**config.mk**
```make
export PLATFORM = sky130hd
export DESIGN_NAME = dbc_bank_state
export DESIGN_NICKNAME = d
export VERILOG_FILES = /design/src/rtl/dbc_pkg.sv /design/src/rtl/dbc_bank_state.sv
export VERILOG_INCLUDE_DIRS = /design/src /design/src/rtl
export SDC_FILE = /design/constraint.sdc
export NUM_CORES = 1
export LEC_CHECK = 0
export BUFFER_PORTS_ARGS = -buffer_cell sky130_fd_sc_hd__buf_4
export CAP_MARGIN = 25
export CELL_PAD_IN_SITES_DETAIL_PLACEMENT = 0
export CELL_PAD_IN_SITES_GLOBAL_PLACEMENT = 1
export CORE_UTILIZATION = 43
export DETAILED_ROUTE_END_ITERATION = 16
export PLACE_DENSITY = 0.78
export SYNTH_ARGS = -nofsm -noshare
export SYNTH_HDL_FRONTEND = slang
export SYNTH_SLANG_ARGS = --single-unit
```
**constraint.sdc**
```tcl
create_clock -name sys_clk -period 3.7 [get_ports sys_clk]
set_input_delay 0.37 -clock sys_clk [delete_from_list [all_inputs] [get_ports sys_clk]]
set_output_delay 0.37 -clock sys_clk [all_outputs]
set_load 0.02 [all_outputs]
```
**src/rtl/dbc_regs.svh**
```systemverilog
// constants for the ddr bank command state block
// assumes a 40 MHz sys_clk; commands arrive already synchronous
//
// Overview of operation
// - bank command rules only with clock enable high twice
// - idle after row close; active after row delay
// - burst state until burst ends or is cut
// - read autoprecharge: access then precharge period
// - write autoprecharge precharge starts after write recovery
// - other banks accept commands during autoprecharge
// - burst stop acts on bursting bank only
// - clock enable levels keep or exit low power
// - clock enable fall enters power-down or self refresh
// - self refresh exit relocks loop, wait 200
// - chip select high registers nothing new
// - no-op registers nothing, ongoing work continues
// - mode load captures address, then wait
// - open row command opens addressed row
// - read or write starts burst at column
// - close_all_select chooses one or all banks
// - command encoding on four strobes
// - bank zero mode load keeps value, reset bit clears
`ifndef DBC_REGS_SVH
`define DBC_REGS_SVH
`define DBC_CLK_MHZ 40
`define DBC_ROW_CLOSE_NS 15
`define DBC_ROW_TO_COL_NS 15
`define DBC_WRITE_REC_NS 15
`define DBC_MODE_LOAD_NS 10
`define DBC_REFRESH_NS 70
`define DBC_SR_EXIT_NS 75
`define DBC_CYC(ns) (((ns) * `DBC_CLK_MHZ + 999) / 1000)
`define DBC_DLL_LOCK_CYC 200
`define DBC_CLOSE_ALL_BIT 10
`define DBC_BL_LSB 0
`define DBC_CL_LSB 4
`define DBC_DLL_RESET_BIT 8
`define DBC_MODE_RESET 14'h0000
`endif

```
**src/rtl/dbc_pkg.sv**
```systemverilog
// types for the ddr bank command state block
// assumes dbc_regs.svh supplies the numbers
package dbc_pkg;
  typedef enum logic [2:0] {CMD_NOP, CMD_ACT, CMD_READ, CMD_WRITE, CMD_PRE, CMD_BST,
    CMD_MLOAD, CMD_REF} dbc_cmd_type;
  typedef enum logic [3:0] {BK_IDLE, BK_ACTIVATING, BK_ACTIVE, BK_READ, BK_WRITE,
    BK_READ_AP, BK_WRITE_AP, BK_PRECHARGING} dbc_bank_type;
  typedef enum logic [2:0] {PW_NORMAL, PW_PRE_PD, PW_ACT_PD, PW_SELF_REF, PW_SR_EXIT,
    PW_REFRESH, PW_MODE_LOAD} dbc_power_type;
  typedef struct packed {
    logic csN;
    logic rasN;
    logic casN;
    logic weN;
  } dbc_strobe_type;
  typedef struct packed {
    logic [1:0] bankSelect;
    logic [13:0] addr;
  } dbc_addr_type;
endpackage

```
**src/rtl/dbc_bank_state.sv**
```systemverilog
// bank state tracker and command decoder of a four-bank ddr dram
// assumes commands are sampled on sys_clk with clock enable alongside
`timescale 1ns/1ps
`include "dbc_regs.svh"
module dbc_bank_state #(
  parameter int NUM_BANKS = 4,
  parameter int ROW_BITS = 14,
  parameter int ROW_CLOSE_CYC = `DBC_CYC(`DBC_ROW_CLOSE_NS),
  parameter int ROW_TO_COL_CYC = `DBC_CYC(`DBC_ROW_TO_COL_NS),
  parameter int WRITE_REC_CYC = `DBC_CYC(`DBC_WRITE_REC_NS),
  parameter int MODE_LOAD_CYC = `DBC_CYC(`DBC_MODE_LOAD_NS),
  parameter int REFRESH_CYC = `DBC_CYC(`DBC_REFRESH_NS),
  parameter int SR_EXIT_CYC = `DBC_CYC(`DBC_SR_EXIT_NS)
) (
  input wire logic sys_clk,
  input wire logic rstn,
  input wire logic clockEnable,
  input wire dbc_pkg::dbc_strobe_type strobes,
  input wire dbc_pkg::dbc_addr_type address,
  output logic [4*NUM_BANKS-1:0] bankStates,
  output logic [ROW_BITS*NUM_BANKS-1:0] openRows,
  output logic [ROW_BITS-1:0] modeReg,
  output logic [ROW_BITS-1:0] extModeReg,
  output logic [ROW_BITS-1:0] burstColumn,
  output dbc_pkg::dbc_power_type powerState,
  output logic dllLocked,
  output logic illegalCmd
);
  localparam int CW = 8;
  dbc_pkg::dbc_bank_type bank_q [NUM_BANKS];
  logic [CW-1:0] bankCnt_q [NUM_BANKS];
  logic [CW-1:0] pwrCnt_q;
  logic [7:0] dllCnt_q;
  logic cke_q;
  logic [1:0] burstBank_q;
  logic burstLive_q;
  dbc_pkg::dbc_power_type pwr_q;
  dbc_pkg::dbc_cmd_type cmd;
  logic cmdRules;
  logic allIdle;
  logic anyOpen;
  logic [3:0] burstHalf;
  logic [1:0] bs;

  assign bs = address.bankSelect;

  // decode the four strobes
  always_comb
  begin
    cmd = dbc_pkg::CMD_NOP;
    if (!strobes.csN)
    begin
      case ({strobes.rasN, strobes.casN, strobes.weN})
        3'b011: cmd = dbc_pkg::CMD_ACT;
        3'b101: cmd = dbc_pkg::CMD_READ;
        3'b100: cmd = dbc_pkg::CMD_WRITE;
        3'b010: cmd = dbc_pkg::CMD_PRE;
        3'b110: cmd = dbc_pkg::CMD_BST;
        3'b000: cmd = dbc_pkg::CMD_MLOAD;
        3'b001: cmd = dbc_pkg::CMD_REF;
        default: cmd = dbc_pkg::CMD_NOP;
      endcase
    end
  end

  always_comb
  begin
    allIdle = 1'b1;
    anyOpen = 1'b0;
    for (int i = 0; i < NUM_BANKS; i++)
    begin
      if (bank_q[i] != dbc_pkg::BK_IDLE)
        allIdle = 1'b0;
      if (bank_q[i] != dbc_pkg::BK_IDLE && bank_q[i] != dbc_pkg::BK_PRECHARGING)
        anyOpen = 1'b1;
    end
  end

  // burst length 2,4,8 from code 1,2,3; half in clocks
  assign burstHalf = 4'(1 << (modeReg[`DBC_BL_LSB +: 3] - 3'd1));

  assign cmdRules = cke_q && clockEnable && pwr_q == dbc_pkg::PW_NORMAL;

  always_ff @(posedge sys_clk)
  begin
    if (!rstn)
      cke_q <= 1'b0;
    else
      cke_q <= clockEnable;
  end

  // power state from previous and current clock enable
  always_ff @(posedge sys_clk)
  begin
    if (!rstn)
    begin
      pwr_q <= dbc_pkg::PW_NORMAL;
      pwrCnt_q <= '0;
    end
    else
    begin
      if (pwrCnt_q != '0)
        pwrCnt_q <= pwrCnt_q - 1'b1;
      case (pwr_q)
        dbc_pkg::PW_NORMAL:
          if (cke_q && !clockEnable)
          begin
            if (cmd == dbc_pkg::CMD_REF && allIdle)
              pwr_q <= dbc_pkg::PW_SELF_REF;
            else if (cmd == dbc_pkg::CMD_NOP)
              pwr_q <= anyOpen ? dbc_pkg::PW_ACT_PD : dbc_pkg::PW_PRE_PD;
          end
          else if (cmdRules && cmd == dbc_pkg::CMD_REF && allIdle)
          begin
            pwr_q <= dbc_pkg::PW_REFRESH;
            pwrCnt_q <= CW'(REFRESH_CYC);
          end
          else if (cmdRules && cmd == dbc_pkg::CMD_MLOAD && allIdle)
          begin
            pwr_q <= dbc_pkg::PW_MODE_LOAD;
            pwrCnt_q <= CW'(MODE_LOAD_CYC);
          end
        dbc_pkg::PW_PRE_PD, dbc_pkg::PW_ACT_PD:
          if (!cke_q && clockEnable && cmd == dbc_pkg::CMD_NOP)
            pwr_q <= dbc_pkg::PW_NORMAL;
        dbc_pkg::PW_SELF_REF:
          if (!cke_q && clockEnable && cmd == dbc_pkg::CMD_NOP)
          begin
            pwr_q <= dbc_pkg::PW_SR_EXIT;
            pwrCnt_q <= CW'(SR_EXIT_CYC);
          end
        dbc_pkg::PW_SR_EXIT, dbc_pkg::PW_REFRESH, dbc_pkg::PW_MODE_LOAD:
          if (pwrCnt_q <= CW'(1))
            pwr_q <= dbc_pkg::PW_NORMAL;
        default: pwr_q <= dbc_pkg::PW_NORMAL;
      endcase
    end
  end

  // delay-locked loop relock after self refresh or reset bit
  always_ff @(posedge sys_clk)
  begin
    if (!rstn)
      dllCnt_q <= '0;
    else if (pwr_q == dbc_pkg::PW_SR_EXIT && pwrCnt_q == CW'(SR_EXIT_CYC))
      dllCnt_q <= 8'(`DBC_DLL_LOCK_CYC);
    else if (cmdRules && cmd == dbc_pkg::CMD_MLOAD && allIdle && bs == 2'b00
             && address.addr[`DBC_DLL_RESET_BIT])
      dllCnt_q <= 8'(`DBC_DLL_LOCK_CYC);
    else if (dllCnt_q != '0 && clockEnable)
      dllCnt_q <= dllCnt_q - 1'b1;
  end

  // mode registers
  always_ff @(posedge sys_clk)
  begin
    if (!rstn)
    begin
      modeReg <= `DBC_MODE_RESET;
      extModeReg <= `DBC_MODE_RESET;
    end
    else if (cmdRules && cmd == dbc_pkg::CMD_MLOAD && allIdle)
    begin
      if (bs == 2'b00)
      begin
        modeReg <= address.addr;
        modeReg[`DBC_DLL_RESET_BIT] <= 1'b0;
      end
      else if (bs == 2'b01)
        extModeReg <= address.addr;
    end
  end

  // which bank holds the burst a stop would cut
  always_ff @(posedge sys_clk)
  begin
    if (!rstn)
    begin
      burstBank_q <= '0;
      burstLive_q <= 1'b0;
    end
    else if (cmdRules && cmd == dbc_pkg::CMD_READ)
    begin
      burstBank_q <= bs;
      burstLive_q <= !address.addr[`DBC_CLOSE_ALL_BIT];
    end
    else if (cmdRules && cmd == dbc_pkg::CMD_BST)
      burstLive_q <= 1'b0;
  end

  // per-bank state machines
  for (genvar b = 0; b < NUM_BANKS; b++)
  begin : g_bank
    logic hit;
    logic ap;
    assign hit = cmdRules && bs == 2'(b);
    assign ap = address.addr[`DBC_CLOSE_ALL_BIT];
    always_ff @(posedge sys_clk)
    begin
      if (!rstn)
      begin
        bank_q[b] <= dbc_pkg::BK_IDLE;
        bankCnt_q[b] <= '0;
        openRows[b*ROW_BITS +: ROW_BITS] <= '0;
      end
      else
      begin
        if (bankCnt_q[b] != '0)
          bankCnt_q[b] <= bankCnt_q[b] - 1'b1;
        if (cmdRules && cmd == dbc_pkg::CMD_PRE && (ap || bs == 2'(b)))
        begin
          if (bank_q[b] != dbc_pkg::BK_IDLE)
          begin
            bank_q[b] <= dbc_pkg::BK_PRECHARGING;
            bankCnt_q[b] <= CW'(ROW_CLOSE_CYC);
          end
        end
        else if (cmdRules && cmd == dbc_pkg::CMD_BST && burstLive_q && burstBank_q == 2'(b)
                 && bank_q[b] == dbc_pkg::BK_READ)
          bank_q[b] <= dbc_pkg::BK_ACTIVE;
        else if (hit && cmd == dbc_pkg::CMD_ACT && bank_q[b] == dbc_pkg::BK_IDLE)
        begin
          bank_q[b] <= dbc_pkg::BK_ACTIVATING;
          bankCnt_q[b] <= CW'(ROW_TO_COL_CYC);
          openRows[b*ROW_BITS +: ROW_BITS] <= address.addr;
        end
        else if (hit && (cmd == dbc_pkg::CMD_READ || cmd == dbc_pkg::CMD_WRITE)
                 && (bank_q[b] == dbc_pkg::BK_ACTIVE || bank_q[b] == dbc_pkg::BK_READ
                     || bank_q[b] == dbc_pkg::BK_WRITE))
        begin
          if (cmd == dbc_pkg::CMD_READ)
          begin
            bank_q[b] <= ap ? dbc_pkg::BK_READ_AP : dbc_pkg::BK_READ;
            bankCnt_q[b] <= CW'(burstHalf);
          end
          else
          begin
            bank_q[b] <= ap ? dbc_pkg::BK_WRITE_AP : dbc_pkg::BK_WRITE;
            bankCnt_q[b] <= CW'(burstHalf) + CW'(1) + CW'(WRITE_REC_CYC);
          end
        end
        else if (bankCnt_q[b] <= CW'(1))
        begin
          case (bank_q[b])
            dbc_pkg::BK_ACTIVATING, dbc_pkg::BK_READ, dbc_pkg::BK_WRITE:
              bank_q[b] <= dbc_pkg::BK_ACTIVE;
            dbc_pkg::BK_READ_AP, dbc_pkg::BK_WRITE_AP:
            begin
              bank_q[b] <= dbc_pkg::BK_PRECHARGING;
              bankCnt_q[b] <= CW'(ROW_CLOSE_CYC);
            end
            dbc_pkg::BK_PRECHARGING:
              bank_q[b] <= dbc_pkg::BK_IDLE;
            default: bank_q[b] <= bank_q[b];
          endcase
        end
      end
    end
    assign bankStates[b*4 +: 4] = 4'(bank_q[b]);
  end

  // start column and illegal flag registered
  always_ff @(posedge sys_clk)
  begin
    if (!rstn)
    begin
      burstColumn <= '0;
      illegalCmd <= 1'b0;
    end
    else
    begin
      if (cmdRules && (cmd == dbc_pkg::CMD_READ || cmd == dbc_pkg::CMD_WRITE))
        burstColumn <= address.addr;
      illegalCmd <= cmdRules && (((cmd == dbc_pkg::CMD_REF || cmd == dbc_pkg::CMD_MLOAD)
                    && !allIdle) || (cmd == dbc_pkg::CMD_READ && dllCnt_q != '0));
    end
  end

  assign powerState = pwr_q;
  assign dllLocked = dllCnt_q == '0;

  a_deselect_quiet: assert property (@(posedge sys_clk) disable iff (!rstn)
    (strobes.csN && pwr_q == dbc_pkg::PW_NORMAL) |=> $stable(modeReg))
    else $error("mode register changed under deselect");
  a_sr_entry: assert property (@(posedge sys_clk) disable iff (!rstn)
    (pwr_q == dbc_pkg::PW_NORMAL && cke_q && !clockEnable && cmd == dbc_pkg::CMD_REF && allIdle)
    |=> pwr_q == dbc_pkg::PW_SELF_REF)
    else $error("self refresh not entered");
  a_pd_hold: assert property (@(posedge sys_clk) disable iff (!rstn)
    (pwr_q == dbc_pkg::PW_PRE_PD && !cke_q && !clockEnable) |=> pwr_q == dbc_pkg::PW_PRE_PD)
    else $error("power-down left with clock enable low");
  a_act_opens: assert property (@(posedge sys_clk) disable iff (!rstn)
    (cmdRules && cmd == dbc_pkg::CMD_ACT && bs == 2'd0 && bank_q[0] == dbc_pkg::BK_IDLE)
    |=> bank_q[0] == dbc_pkg::BK_ACTIVATING ##[1:8] bank_q[0] == dbc_pkg::BK_ACTIVE)
    else $error("bank 0 did not open row");
  a_close_all: assert property (@(posedge sys_clk) disable iff (!rstn)
    (cmdRules && cmd == dbc_pkg::CMD_PRE && address.addr[`DBC_CLOSE_ALL_BIT]
     && bank_q[3] == dbc_pkg::BK_ACTIVE) |=> bank_q[3] == dbc_pkg::BK_PRECHARGING)
    else $error("close all missed bank 3");
  a_dll_clear: assert property (@(posedge sys_clk) disable iff (!rstn)
    (cmdRules && cmd == dbc_pkg::CMD_MLOAD && allIdle && bs == 2'b00
     && address.addr[`DBC_DLL_RESET_BIT])
    |=> !modeReg[`DBC_DLL_RESET_BIT] && !dllLocked)
    else $error("loop reset bit held");
  a_read_ap: assert property (@(posedge sys_clk) disable iff (!rstn)
    (bank_q[1] == dbc_pkg::BK_READ_AP && bankCnt_q[1] <= CW'(1)
     && !(cmdRules && cmd == dbc_pkg::CMD_PRE))
    |=> bank_q[1] == dbc_pkg::BK_PRECHARGING)
    else $error("auto precharge period not started");
  a_no_cmd_lowpwr: assert property (@(posedge sys_clk) disable iff (!rstn)
    (pwr_q == dbc_pkg::PW_SR_EXIT) |=> $stable(modeReg) && $stable(openRows))
    else $error("commands taken during exit time");
endmodule // dbc_bank_state

```
# Word-level counts from Yosys, hierarchy flattened
# Memories as Yosys holds them, arrays and structs flattened.
# Index checks and enable logic that the tools add are counted.
dict set report word_totals {
  ff_bits 121
  ramBits 48
  input_bits 23
  memories 2
}
dict set report classes {
  addsub 9
  order_cmp 5
  eq_ne 63
  shifts 1
  mux 336
  bitwise 70
  reduce_logical 121
}
# memory depth word_bits rd rd_clocked_by_memory_dff write_ports line_no
set memory_table {}
lappend memory_table {bankCnt_q 4 8 4 0 4 dbc_bank_state.sv:31} ;# logic [CW-1:0] bankCnt_q [NUM_BANKS];
lappend memory_table {bank_q 4 4 4 0 4 dbc_bank_state.sv:30} ;# dbc_pkg::dbc_bank_type bank_q [NUM_BANKS];
# operator count
set op_table {}
lappend op_table {{$mux 8} 32}
lappend op_table {{$mux 1} 253}
lappend op_table {{$mux 4} 36}
lappend op_table {{$eq 4x3->1 const B} 16}
lappend op_table {{$or 1x1->1} 60}
lappend op_table {{$logic_and 1x1->1} 58}
lappend op_table {{$reduce_bool 8->1} 6}
lappend op_table {{$sub 8x1->8 const B} 6}
lappend op_table {{$le 8x1->1 const B} 5}
lappend op_table {{$eq 4x2->1 const B} 8}
lappend op_table {{$eq 3x3->1 const B} 10}
lappend op_table {{$mux 3} 10}
lappend op_table {{$reduce_or 6->1} 4}
lappend op_table {{$pmux 3 s7} 1}
lappend op_table {{$eq 3x2->1 const B} 6}
lappend op_table {{$reduce_or 3->1} 6}
lappend op_table {{$eq 4x1->1 const B} 4}
lappend op_table {{$logic_not 4->1} 4}
lappend op_table {{$ne 4x3->1 const B} 4}
lappend op_table {{$pmux 8 s2} 1}
lappend op_table {{$reduce_bool 4->1} 4}
lappend op_table {{$logic_or 1x1->1} 15}
lappend op_table {{$reduce_and 3->1} 5}
lappend op_table {{$pmux 3 s4} 1}
lappend op_table {{22 further kinds} 50}

# Longest topological paths before layout
dict set report logic_depth {
  depth_word 20
  ltp_mapped 9
}

# Worst setup path before layout
# No wires, ideal clock.
dict set report synth_timing {
  path_kind {register -> register}
  start {register pwr_q[2], in the netlist powerState[2]}
  end {memory bankCnt_q[3][0], enable pin}
  setup_time_ns 0.306
  arrival_time_ns 2.404
  required_ns 3.394
  slack_ns 0.990
  stages_incl_launch_ff 6
  path_buffers 0
  period_less_slack_ns 2.710
  path_cell_list {dfxtp_1 or4b_1 or4_4 nor4_4 nor4_1 or4_1}
}
# element line_no
set synth_rtl {}
lappend synth_rtl {{start: declaration} dbc_bank_state.sv:37} ;# dbc_pkg::dbc_power_type pwr_q;
lappend synth_rtl {{start signal: assignment} dbc_bank_state.sv:97} ;# pwr_q <= dbc_pkg::PW_NORMAL;
lappend synth_rtl {{start signal: assignment} dbc_bank_state.sv:109} ;# pwr_q <= dbc_pkg::PW_SELF_REF;
lappend synth_rtl {{start signal: assignment} dbc_bank_state.sv:111} ;# pwr_q <= anyOpen ? dbc_pkg::PW_ACT_PD : dbc_pkg::PW_PRE_PD;
lappend synth_rtl {{end: declaration} dbc_bank_state.sv:31}

==> flow_summary.toml <==
[clock_network]
cts_tree = "built"
clk_latency_ns = 0.43
ctsLongestPathBuffers = 2
clk_pin_slew_ns = 0.07
post_cts_buffers = 0
cts_resized = 0
cts_max_level = 4
postCtsHoldBufs = 0
root_buffer = "clkbuf_16"
cts_made_buffers = 17
cts.sinks = 165

[synthesis]
ys_seq_area_share_pct = 43.4
syn_inst = 1008
syn_area_um2 = 8630
synth-edff-count = 44
synth_warnings = 0
ys_seq_elements = 165
synthArstFlopShare_pct = 0
ys.flop_type = "dfxtp_1"
postSynthAreaPerCell_um2 = 8.56
synth_cell_types = 79

[die]
start_util_pct = 44.0
dieArea_um2 = 20600
die_w_um = 144
core_um2 = 19600
io_pins = 142
std_cell_rows = 51
die_y_um = 144

[timing]
post-route-period-util_pct = 80.9
slew_headroom_pct = 48.5
period_minus_slack_ns = 2.99
hold_viol = 0
fmax_mhz = 334
finalSetupViolCount = 0
maxSlewViolCount = 0
tns_ns = 0
max_slew.worst_pin.slew_ns = 0.771
rsz0062_at_grt = "no"
layout_setup_ws_ns = 0.707
clock_skew_ns = 0.0123
whs_ns = 0.246

[min_path]
min_path_type = "in -> reg"
whs_path_depth = 3

[global_routing]
grt_pass1_wl_um = 39900
antenna_found_initial = 0
groute.usage.overall_pct = 25.4
grt_pass1_vias = 7364
grt_max_degree = 68
overflow = 0

[route]
detail_route.iter0.violations = 551
antenna_left = 0
first_pass_iters = 5
avgViaCountPerCell = 5.61
drt_wl_total_um = 25700
wl_per_cell_um = 18.4
drc_errors = 0
num_vias = 7864

[placed_design]
place_ws_ns = 0.737
gp_congestion = 0.963
dp_hpwl_um = 18200
port_buffers = 136

[outcome]
status = "finished, final reports clean"

[critical_path]
critPathLaunchType = "register"
cp.arrival_ns = 3.11
crit_path_max_fanout = 11
end_kind = "register"
crit_type = "reg -> reg"
required_ns = 3.82
r2r_cells = 6

[final_layout]
antennaDiodeCount = 0
utilization_pct = 53.3
areaGrowthSynthToFinish_pct = 21.0
drive_above_1_share_pct = 18.3
final_nets = 1163

[pwr]
cellPowerDensity_nw_per_um2 = 557
ir_worst_vdd_mv = 0.317
power.leakage_nw = 3.91
totalPowerFinal_mw = 5.82

[job]
max_cap_violations = 0
-- path summary, 6_finish.rpt --
path	from	endpoint	slack, ns
worst max-delay path	powerState[2]	bankCnt_q[3][0]	0.71
worst min-delay path	address[12]	burstColumn[12]	0.25
worst max register to register	powerState[2]	bankCnt_q[3][0]	0.71
worst min register to register	openRows[17]	openRows[17]	0.45
-- metrics by stage --
stage	cell area, um2	instances
4_1_cts	10400	1401
3_5_place_dp	9870	1369
2_1_floorplan	8640	1012
3_3_place_gp	9870	1369
6_report	10400	1401
5_1_grt	10400	1401
-- power breakdown --
part           leakage [nW]  total, mW  internal (mW)  switching [mW]
logic                  2.17       1.65          0.721           0.933
clock network         0.278       1.72          0.893           0.832
registers              1.47       2.44           2.16           0.277
total                  3.91       5.82           3.78            2.04
-- cell usage after synthesis, drive strengths merged, types with 9 or more instances --
library cell / instances / area, um2
o21ai: 18 / 90.1
or3: 18 / 113
nand3: 30 / 150
nor2b: 11 / 68.8
ha: 17 / 213
xnor2: 27 / 236
nor4: 22 / 171
o211ai: 10 / 75.1
dfxtp: 121 / 2420
nor2: 80 / 300
nand2: 170 / 638
nor3b: 9 / 67.6
a21oi: 105 / 526
clkbuf: 45 / 169
mux2i: 32 / 320
buf: 16 / 100
edfxtp: 44 / 1320
nand4: 11 / 68.8
inv: 25 / 93.8
xor2: 16 / 140
or4: 12 / 93.8
nor3: 45 / 225
-- cell type report --
| type | count | area, um2 |
|---|---|---|
| fill | 1897 | 9150 |
| tap | 265 | 332 |
| clock buffer | 17 | 425 |
| timing repair buffer | 153 | 1150 |
| inverter | 26 | 98.8 |
| sequential | 165 | 3740 |
| clock inverter | 15 | 139 |
| multi-input combinational | 760 | 4550 |
-- kinds of logic after synthesis --
logic type                 after synthesis  synth area share, %
xor gates and xnor gates                43                 4.37
AOI/OAI and AO/OA                      208                 15.3
adders and majority gates               17                 2.47
and+or+nand+nor                        454                 26.4
other                                    1               0.0435
buffers and inverters                   87                 4.25
DFF                                    165                 43.4
muxes                                   33                 3.84
-- state kept, by name (all words and copies together), names as in the netlist, 2 cells and up --
| signal | cells |
|---|---|
| powerState | 3 |
| burstColumn | 14 |
| burstBank_q | 2 |
| extModeReg | 14 |
| openRows | 56 |
| pwrCnt_q | 8 |
| bank_q | 12 |
| dllCnt_q | 8 |
| modeReg | 13 |
| bankCnt_q | 32 |
-- worst max-delay path: stages, from the launching register on --
cell and delay [ns]:
dfxtp_1 0.38, or4b_1 0.58, or4_4 0.57, nor4_4 0.21, nor4_1 0.10, buf_4 0.18
or4_1 0.66
-- placed cells by master (no fill, tap or decap), types with 6 or more instances in the layout --
master       n
inv_1       25
nor3b_1      9
edfxtp_1    44
nand2_1    170
a31oi_1      6
o211ai_1    10
and3_1       6
dfxtp_1    121
ha_1        17
nand4_1     11
nor4b_1      6
nand3_1     30
nor4_1      18
nand3b_1     6
nor2b_1     11
nor2_1      80
inv_8        6
or4_1       11
buf_4      153
nor3_1      45
xor2_1      16
or3_1       18
a21oi_1    105
o21ai_0     17
clkbuf_16   17
mux2i_1     32
xnor2_1     27
-- metal layers --
metal  share of wire (%)  wire length, um  vias to the layer above  GRT usage, %
met2                  46            11900                      265          40.0
met4                 1.5              391                        0          7.89
met3                 8.4             2160                       24          8.10
li1                    -                -                     3845             -
met5                   0                0                        -             0
met1                  44            11300                     3730          32.9
Power figures use the tool's default switching activity.
